==> config.mk <==
export PLATFORM = sky130hd
export DESIGN_NAME = dlm_device_flat
export DESIGN_NICKNAME = d
export VERILOG_FILES = /design/src/dlm_pkg.sv /design/src/dlm_link_if.sv /design/src/dlm_device.sv /design/src/flat_wrapper.sv
export SDC_FILE = /design/constraint.sdc
export NUM_CORES = 1
export LEC_CHECK = 0
export ABC_AREA = 1
export BUFFER_PORTS_ARGS = -buffer_cell sky130_fd_sc_hd__buf_4
export CAP_MARGIN = 25
export CORE_UTILIZATION = 58
export CTS_CLUSTER_DIAMETER = 30
export DETAILED_ROUTE_END_ITERATION = 12
export GPL_TIMING_DRIVEN = 0
export HOLD_SLACK_MARGIN = 0.08
export PLACE_DENSITY = 0.77
export SYNTH_ARGS = -nofsm -noshare
export SYNTH_HDL_FRONTEND = slang
export SYNTH_SLANG_ARGS = --single-unit
==> constraint.sdc <==
create_clock -name link_clk -period 2.7 [get_ports link_clk]
set_input_delay 0.27 -clock link_clk [delete_from_list [all_inputs] [get_ports link_clk]]
set_output_delay 0.27 -clock link_clk [all_outputs]
set_load 0.1 [all_outputs]
==> src/dlm_pkg.sv <==
// Package for the latency and drive mode register logic
package dlm_pkg;
    // Mode addresses
    localparam logic [5:0] MA_LATENCY = 6'h02;
    localparam logic [5:0] MA_DRIVE = 6'h03;
    localparam logic [5:0] MA_REPAIR = 6'h04;
    localparam logic [5:0] MA_SET_POINT = 6'h0D;
    // Latency register fields
    localparam int RL_LSB = 0;
    localparam int WL_LSB = 3;
    localparam int WLS_BIT = 6;
    localparam int WLEV_BIT = 7;
    // Drive register fields
    localparam int PUCAL_BIT = 0;
    localparam int WPST_BIT = 1;
    localparam int PROT_BIT = 2;
    localparam int PULLDOWN_DRIVE_STRENGTH_LSB = 3;
    localparam int RDBI_BIT = 6;
    localparam int WDBI_BIT = 7;
    // Repair and set point fields
    localparam int REPAIR_ENTRY_BIT = 4;
    localparam int WRITE_SET_POINT_SELECT_BIT = 6;
    localparam int OPERATING_SET_POINT_SELECT_BIT = 7;
    // Reset values; protection bit kept apart (power-on only)
    localparam logic [7:0] LATENCY_RST = 8'h00;
    localparam logic [7:0] DRIVE_RST = 8'h31;
    localparam logic [7:0] REPAIR_RST = 8'h00;
    localparam logic [7:0] SET_POINT_RST = 8'h00;
    // Burst length 32 extra read-to-precharge clocks
    localparam logic [5:0] BL32_RTP_EXTRA = 6'h08;
    // Command codes on the link
    typedef enum logic [1:0] {
        dlm_cmd_none_t = 2'h0,
        dlm_cmd_mrw = 2'h1,
        dlm_cmd_mrr = 2'h2
    } dlm_cmd_t;

    function automatic logic [5:0] read_latency(input logic [2:0] c, input logic dbi);
        logic [5:0] r;
        r = 6'h06;
        unique case (c)
            3'h0: r = 6'h06;
            3'h1: r = dbi ? 6'h0C : 6'h0A;
            3'h2: r = dbi ? 6'h10 : 6'h0E;
            3'h3: r = dbi ? 6'h16 : 6'h14;
            3'h4: r = dbi ? 6'h1C : 6'h18;
            3'h5: r = dbi ? 6'h20 : 6'h1C;
            3'h6: r = dbi ? 6'h24 : 6'h20;
            3'h7: r = dbi ? 6'h28 : 6'h24;
        endcase
        return r;
    endfunction

    function automatic logic [5:0] write_latency(input logic [2:0] c, input logic set_b);
        logic [5:0] r;
        r = 6'h04;
        unique case (c)
            3'h0: r = 6'h04;
            3'h1: r = set_b ? 6'h08 : 6'h06;
            3'h2: r = set_b ? 6'h0C : 6'h08;
            3'h3: r = set_b ? 6'h12 : 6'h0A;
            3'h4: r = set_b ? 6'h16 : 6'h0C;
            3'h5: r = set_b ? 6'h1A : 6'h0E;
            3'h6: r = set_b ? 6'h1E : 6'h10;
            3'h7: r = set_b ? 6'h22 : 6'h12;
        endcase
        return r;
    endfunction

    function automatic logic [5:0] write_recovery(input logic [2:0] c);
        logic [5:0] r;
        r = 6'h06;
        unique case (c)
            3'h0: r = 6'h06;
            3'h1: r = 6'h0A;
            3'h2: r = 6'h10;
            3'h3: r = 6'h14;
            3'h4: r = 6'h18;
            3'h5: r = 6'h1E;
            3'h6: r = 6'h22;
            3'h7: r = 6'h28;
        endcase
        return r;
    endfunction

    function automatic logic [5:0] read_to_precharge(input logic [2:0] c);
        logic [5:0] r;
        r = 6'h08;
        unique case (c)
            3'h4: r = 6'h0A;
            3'h5: r = 6'h0C;
            3'h6: r = 6'h0E;
            3'h7: r = 6'h10;
            default: r = 6'h08;
        endcase
        return r;
    endfunction
endpackage

==> src/dlm_link_if.sv <==
// Mode register command link between controller and device
`timescale 1ns/1ns
interface dlm_link_if (input wire logic link_clk);
    logic [1:0] cmd;
    logic [5:0] addr;
    logic [7:0] wdata;
    logic [7:0] rdata;
    logic rvalid;
    logic refused;
    logic wlev_busy;
    modport dev (input link_clk, input cmd, input addr, input wdata,
                 output rdata, output rvalid, output refused, output wlev_busy);
    modport ctl (input link_clk, output cmd, output addr, output wdata,
                 input rdata, input rvalid, input refused, input wlev_busy);
endinterface

==> src/dlm_device.sv <==
// Device end: dual set point mode registers and one shared auto precharge timer
`timescale 1ns/1ns
// Contract
// - Latency register fields at address 02H
// - Write leveling holds until cleared
// - Controller sends only clearing write then
// - Two copies; access via write set point
// - Operate from operating set point copy; leveling state taken from either copy
// - Read latency table by bus inversion
// - Write latency table by set select
// - Controller picks codes within frequency band
// - Write auto precharge waits recovery count
// - Read auto precharge waits read count
// - Burst 32 adds eight clocks
// - Drive register eight bits at 03H
// - Bits 6,7 enable bus inversion
// - Bit 1 selects write postamble length
// - Same calibration point on both channels
// - Protection bit sticky until power-on
// - Protection refuses repair entry write
module dlm_device (
    // Power-on reset, link clock domain
    input wire logic i_por,
    // Link
    dlm_link_if.dev link,
    // Core requests for auto precharge
    input wire logic i_wr_ap,
    input wire logic i_rd_ap,
    input wire logic i_bl32,
    // Operating values
    output logic [5:0] o_read_latency,
    output logic [5:0] o_write_latency,
    output logic o_rd_inv_en,
    output logic o_wr_inv_en,
    output logic o_long_postamble,
    output logic o_pullup_cal,
    output logic [2:0] o_pulldown_drive,
    output logic o_repair_mode,
    output logic o_precharge
);
    logic [7:0] lat_r [2];
    logic [7:0] drv_r [2];
    logic [7:0] sp_r;
    logic [7:0] rep_r;
    logic prot_r;
    logic [5:0] pre_cnt_r;
    logic pre_busy_r;
    logic [7:0] rdata_r;
    logic rvalid_r;
    logic refused_r;
    logic wsel;
    logic osel;
    logic is_mrw;
    logic is_mrr;
    logic [7:0] lat_op;
    logic [7:0] drv_op;
    logic [7:0] drv_rd;
    logic wlev_on;
    logic cmd_ok;
    logic wr_drv;
    logic rep_entry;

    assign wsel = sp_r[dlm_pkg::WRITE_SET_POINT_SELECT_BIT];
    assign osel = sp_r[dlm_pkg::OPERATING_SET_POINT_SELECT_BIT];
    assign is_mrw = link.cmd == dlm_pkg::dlm_cmd_mrw;
    assign is_mrr = link.cmd == dlm_pkg::dlm_cmd_mrr;
    assign lat_op = lat_r[osel];
    assign drv_op = drv_r[osel];
    assign drv_rd = {drv_r[wsel][7:3], prot_r, drv_r[wsel][1:0]};

    ////////////////////////////////////////////////////////////////////
    // Command decode
    // leveling state held
    assign wlev_on = lat_r[osel][dlm_pkg::WLEV_BIT] | lat_r[wsel][dlm_pkg::WLEV_BIT];
    assign cmd_ok = !wlev_on || (is_mrw && link.addr == dlm_pkg::MA_LATENCY);
    assign wr_drv = is_mrw && cmd_ok && link.addr == dlm_pkg::MA_DRIVE;
    assign rep_entry = is_mrw && cmd_ok && link.addr == dlm_pkg::MA_REPAIR
        && link.wdata[dlm_pkg::REPAIR_ENTRY_BIT];

    ////////////////////////////////////////////////////////////////////
    // Mode register writes
    // write selected copy
    always_ff @(posedge link.link_clk) begin
        if (i_por) begin
            lat_r[0] <= dlm_pkg::LATENCY_RST;
            lat_r[1] <= dlm_pkg::LATENCY_RST;
            drv_r[0] <= dlm_pkg::DRIVE_RST;
            drv_r[1] <= dlm_pkg::DRIVE_RST;
            sp_r <= dlm_pkg::SET_POINT_RST;
            rep_r <= dlm_pkg::REPAIR_RST;
        end else if (is_mrw && cmd_ok) begin
            unique case (link.addr)
                dlm_pkg::MA_LATENCY: lat_r[wsel] <= link.wdata;
                dlm_pkg::MA_DRIVE: drv_r[wsel] <= link.wdata;
                dlm_pkg::MA_SET_POINT: sp_r <= link.wdata;
                dlm_pkg::MA_REPAIR: begin
                    if (!(prot_r && link.wdata[dlm_pkg::REPAIR_ENTRY_BIT])) begin
                        rep_r <= link.wdata;
                    end
                end
                default: ;
            endcase
        end
    end

    always_ff @(posedge link.link_clk) begin
        if (i_por) begin
            prot_r <= 1'b0;
        end else if (wr_drv && link.wdata[dlm_pkg::PROT_BIT]) begin
            // Set only; power-on alone clears it
            prot_r <= 1'b1;
        end
    end

    always_ff @(posedge link.link_clk) begin
        if (i_por) begin
            refused_r <= 1'b0;
        end else begin
            refused_r <= rep_entry && prot_r;
        end
    end

    ////////////////////////////////////////////////////////////////////
    // Mode register reads, data one link clock later
    // read selected copy
    always_ff @(posedge link.link_clk) begin
        if (i_por) begin
            rdata_r <= 8'h00;
            rvalid_r <= 1'b0;
        end else begin
            rvalid_r <= is_mrr && cmd_ok;
            if (is_mrr && cmd_ok) begin
                unique case (link.addr)
                    dlm_pkg::MA_LATENCY: rdata_r <= lat_r[wsel];
                    dlm_pkg::MA_DRIVE: rdata_r <= drv_rd;
                    dlm_pkg::MA_SET_POINT: rdata_r <= sp_r;
                    dlm_pkg::MA_REPAIR: rdata_r <= rep_r;
                    default: rdata_r <= 8'h00;
                endcase
            end
        end
    end

    ////////////////////////////////////////////////////////////////////
    // Auto precharge timer
    always_ff @(posedge link.link_clk) begin
        if (i_por) begin
            pre_cnt_r <= 6'h00;
            pre_busy_r <= 1'b0;
        end else if (i_wr_ap) begin
            pre_cnt_r <= dlm_pkg::write_recovery(lat_op[dlm_pkg::RL_LSB +: 3]);
            pre_busy_r <= 1'b1;
        end else if (i_rd_ap) begin
            pre_cnt_r <= dlm_pkg::read_to_precharge(lat_op[dlm_pkg::RL_LSB +: 3])
                + (i_bl32 ? dlm_pkg::BL32_RTP_EXTRA : 6'h00);
            pre_busy_r <= 1'b1;
        end else if (pre_busy_r) begin
            pre_cnt_r <= pre_cnt_r - 6'h01;
            if (pre_cnt_r == 6'h01) begin
                pre_busy_r <= 1'b0;
            end
        end
    end

    ////////////////////////////////////////////////////////////////////
    // Operating outputs
    // operate from active copy
    always_ff @(posedge link.link_clk) begin
        if (i_por) begin
            o_read_latency <= 6'h06;
            o_write_latency <= 6'h04;
            o_rd_inv_en <= 1'b0;
            o_wr_inv_en <= 1'b0;
            o_long_postamble <= 1'b0;
            o_pullup_cal <= 1'b1;
            o_pulldown_drive <= 3'h6;
            o_repair_mode <= 1'b0;
            o_precharge <= 1'b0;
        end else begin
            o_read_latency <= dlm_pkg::read_latency(lat_op[dlm_pkg::RL_LSB +: 3],
                drv_op[dlm_pkg::RDBI_BIT]);
            o_write_latency <= dlm_pkg::write_latency(lat_op[dlm_pkg::WL_LSB +: 3],
                lat_op[dlm_pkg::WLS_BIT]);
            o_rd_inv_en <= drv_op[dlm_pkg::RDBI_BIT];
            o_wr_inv_en <= drv_op[dlm_pkg::WDBI_BIT];
            o_long_postamble <= drv_op[dlm_pkg::WPST_BIT];
            o_pullup_cal <= drv_op[dlm_pkg::PUCAL_BIT];
            o_pulldown_drive <= drv_op[dlm_pkg::PULLDOWN_DRIVE_STRENGTH_LSB +: 3];
            o_repair_mode <= rep_r[dlm_pkg::REPAIR_ENTRY_BIT];
            o_precharge <= pre_busy_r && pre_cnt_r == 6'h01;
        end
    end

    assign link.rdata = rdata_r;
    assign link.rvalid = rvalid_r;
    assign link.refused = refused_r;
    // Leveling state to the controller
    assign link.wlev_busy = wlev_on;
endmodule // dlm_device

==> src/flat_wrapper.sv <==
// flat-port wrapper written by rule: the top's interface ports become plain ports
module dlm_device_flat 
  (i_por, i_wr_ap, i_rd_ap, i_bl32, o_read_latency, o_write_latency, o_rd_inv_en, o_wr_inv_en, o_long_postamble, o_pullup_cal, o_pulldown_drive, o_repair_mode, o_precharge, link_clk, link_cmd, link_addr, link_wdata, link_rdata, link_rvalid, link_refused, link_wlev_busy);
  dlm_link_if link_i (.link_clk(link_clk));
  input wire logic i_por;
  input wire logic i_wr_ap;
  input wire logic i_rd_ap;
  input wire logic i_bl32;
  output logic [5:0] o_read_latency;
  output logic [5:0] o_write_latency;
  output logic o_rd_inv_en;
  output logic o_wr_inv_en;
  output logic o_long_postamble;
  output logic o_pullup_cal;
  output logic [2:0] o_pulldown_drive;
  output logic o_repair_mode;
  output logic o_precharge;
  input wire logic link_clk;
  input wire logic [$bits(link_i.cmd)-1:0] link_cmd;
  input wire logic [$bits(link_i.addr)-1:0] link_addr;
  input wire logic [$bits(link_i.wdata)-1:0] link_wdata;
  output wire logic [$bits(link_i.rdata)-1:0] link_rdata;
  output wire logic [$bits(link_i.rvalid)-1:0] link_rvalid;
  output wire logic [$bits(link_i.refused)-1:0] link_refused;
  output wire logic [$bits(link_i.wlev_busy)-1:0] link_wlev_busy;
  assign link_i.cmd = link_cmd;
  assign link_i.addr = link_addr;
  assign link_i.wdata = link_wdata;
  assign link_rdata = link_i.rdata;
  assign link_rvalid = link_i.rvalid;
  assign link_refused = link_i.refused;
  assign link_wlev_busy = link_i.wlev_busy;
  dlm_device u_core (.i_por(i_por), .link(link_i), .i_wr_ap(i_wr_ap), .i_rd_ap(i_rd_ap), .i_bl32(i_bl32), .o_read_latency(o_read_latency), .o_write_latency(o_write_latency), .o_rd_inv_en(o_rd_inv_en), .o_wr_inv_en(o_wr_inv_en), .o_long_postamble(o_long_postamble), .o_pullup_cal(o_pullup_cal), .o_pulldown_drive(o_pulldown_drive), .o_repair_mode(o_repair_mode), .o_precharge(o_precharge));
endmodule
==> impl_metrics.tcl <==
set metrics [dict create \
    max_stage_delay_ns 0.32 \
    finalSetupViolCount 0 \
    fin_crit_ns 2.44 \
    drc 0 \
    drive_above_1_share_pct 15.8 \
    ctsLongestPathBuffers 2 \
    port-buffer-count 49 \
    required_ns 2.93 \
    cts_made_buffers 9 \
    cp-start-kind "flip-flop" \
    cts_tree "built" \
    hold_path.class "input port to flip-flop" \
    placementRows 30 \
    dr_total_vias 3876 \
    routedWlPerCell_um 14.5 \
    area_growth_pct 16.0 \
    design_area_mm2 0.00495 \
    insertion_delay_ns 0.36 \
    fin_util_pct 71.2 \
    fin_crit_sh_pct 90.5 \
    die-area_mm2 0.00770 \
    grt_pass1_vias 3527 \
    dr.pass1.iters 5 \
    worstSetupPathType "flip-flop to flip-flop" \
    syn_area_mm2 0.00427 \
    muxShareOfSynthArea_pct 0 \
    rsz0062_at_grt "no" \
    mostFrequentLayoutCells "128 x nand2_1, 105 x nor2_1, 79 x inv_1, 55 x dfxtp_1, 52 x buf_4" \
    layout.cells.most_common "nand2_1" \
    start_util_pct 61.4 \
    dp_hpwl_um 8230 \
    grt_pass1_wl_um 16800 \
    grt_max_degree 17 \
    synth-simple-area-share_pct 31.4 \
    cp_top_family "compound AO/OA/AOI/OAI gates" \
    top_level_ports 53 \
    routed_wl_um 10700 \
    cts_setup_buffers 0 \
    cp-end-kind "flip-flop" \
    max_slew_margin_pct 51.3 \
    finish.net_count 666 \
    multiInputGateArea_mm2 0.00186 \
    coreArea_mm2 0.00694 \
    crit_top_cell "ha_1" \
    power.density_mw_per_mm2 512 \
    cts_hold_buf 0 \
    fp.dieH_um 87.8 \
    cp_cell_sequence "buf_4 > buf_2 > o21ai_2 > inv_1 > ha_1 > o21ai_2 > nand3_1 > ha_1 > ha_1 > o211ai_1 > a21oi_1" \
    clk_pin_slew_worst_paths_ns 0.08 \
    cp_num_buf_inv 3 \
    viasPerCell 5.26 \
    avgSynthCellArea_um2 7.42 \
    drv_cap 0 \
    yosysWarnings 0 \
    finalClockSkew_ns 0.0117 \
    synth_top_area_share_pct 25.8 \
    grt_usage_pct 29.6 \
    cellLeakagePower_nw 2.34 \
    synth_cells 575 \
    synth_xor_area_share_pct 0.411 \
    placed_area_mm2 0.00476 \
    ant_nets 0 \
    ys_seq_area_share_pct 46.9 \
    seqCellArea_mm2 0.00200 \
    gp_congestion 0.889 \
    synth_cell_type_count 37 \
    worst-path-max-fanout 10 \
    synthAdderAreaFrac_pct 2.64 \
    htree_levels 3 \
    fillerInstances 595 \
    vdd_drop_max_uv 349 \
    tightest_slew_ns 0.723 \
    hold_viol 0 \
    drtIter0Drc 231 \
    fmax_mhz 409 \
    antenna_found_initial 0 \
    yosysTopAreaCell "dfxtp_1" \
    critPathSlowestCell "dfxtp_1" \
    synth_compound_area_share_pct 8.65 \
    clock-sinks 85 \
    diodes 0 \
    overflow 0 \
    cp.arrival_ns 2.67 \
    cts_resized 2 \
    synth-seq-cells 85 \
    netlist_top_cells_area "dfxtp_1 26%, edfxtp_1 21%, nand2_1 11%" \
    chipWidth_um 87.8 \
    status "completed" \
    root_buffer "clkbuf_8" \
    slew_viol_final 0 \
    synth_top_family_by_area "simple AND/OR/NAND/NOR gates" \
]
==> sequential cells by signal (all words and copies together), names as in the netlist, 3 cells and up, named ones only <==
| signal | flops |
|---|---|
| u_core.drv_r | 14 |
| u_core.lat_r | 16 |
| u_core.link.rdata | 8 |
| u_core.o_pulldown_drive | 3 |
| u_core.o_read_latency | 5 |
| u_core.o_write_latency | 5 |
| u_core.pre_cnt_r | 6 |
| u_core.rep_r | 8 |
| u_core.sp_r | 8 |
==> path summary, 6_finish.rpt <==
| kind | from | endpoint | slack, ns | cells past startpoint |
|---|---|---|---|---|
| setup / recovery | flip-flop | u_core.pre_cnt_r[4] | 0.26 | 11 |
| hold / removal | link_wdata[2] | u_core.prot_r | 0.14 | 3 |
| setup reg to reg | flip-flop | u_core.pre_cnt_r[4] | 0.26 | 11 |
| hold reg to reg | u_core.rep_r[4] | u_core.o_repair_mode | 0.46 | 2 |
==> per-layer routing <==
layer	track usage [%]	wire length, um	share of wire [%]
met1	37.8	4610	43
met2	51.0	5280	49
met3	5.00	613	5.7
met4	9.84	196	1.8
met5	0	0	0
==> cells by family after synthesis <==
| kind of cell | Yosys count |
|---|---|
| AND/OR/NAND/NOR | 306 |
| buffers and inverters | 102 |
| flip-flops | 85 |
| AO/OA/AOI/OAI | 70 |
| adder cells (fa/ha/maj) | 9 |
| XOR/XNOR | 2 |
| other | 1 |
==> cells in the mapped netlist (all sizes together) <==
master and n:
nand2 136, nor2 112, inv 80, dfxtp 55
a21oi 32, edfxtp 30, o21ai 28, nand3 23
nand4 22, buf 12, ha 9, clkbuf 8
nor3 6, a31oi 4, and2 3, o211ai 3
clkinv 2, or2 2, a211oi 1, conb 1
nand2b 1, nor4 1, o21a 1, o22ai 1
xnor2 1, xor2 1
==> report_power, final <==
part	internal (W)	switching [W]	leakage, nW
logic	0.0000868	0.000240	1.52
registers	0.00135	0.0000186	0.736
clock network	0.000344	0.000487	0.0925
==> worst register-to-register path: stages (launching register included) <==
cell      delay, ns
dfxtp_1        0.32
buf_4          0.16
buf_2          0.18
o21ai_2        0.27
inv_1          0.11
ha_1           0.21
o21ai_2        0.21
nand3_1        0.11
ha_1           0.19
ha_1           0.28
o211ai_1       0.19
a21oi_1        0.08
==> area by class of cell <==
| type | instances | area share, % |
|---|---|---|
| flip-flops and latches | 85 | 40.5 |
| multi-input cells | 389 | 37.6 |
| repair buffers | 49 | 7.44 |
| inverters | 82 | 6.25 |
| clock buffers | 10 | 2.58 |
| well taps | 96 | 2.43 |
| plain buffers | 20 | 2.23 |
| clock inverters | 6 | 0.961 |
==> stage by stage <==
stage          worst slack, ns  TNS, ns  total power, W  cells  hold WS [ns]
2_1_floorplan            0.227        0         0.00163    576         0.373
3_3_place_gp            -0.246   -0.490         0.00171    721         0.452
3_5_place_dp            -0.254   -0.557         0.00172    721         0.452
4_1_cts                 0.0486        0         0.00254    737         0.124
5_1_grt                 0.0452        0         0.00262    737         0.149
6_report                 0.256        0         0.00253    737         0.137
No activity file was read; power rests on OpenSTA's default activity.
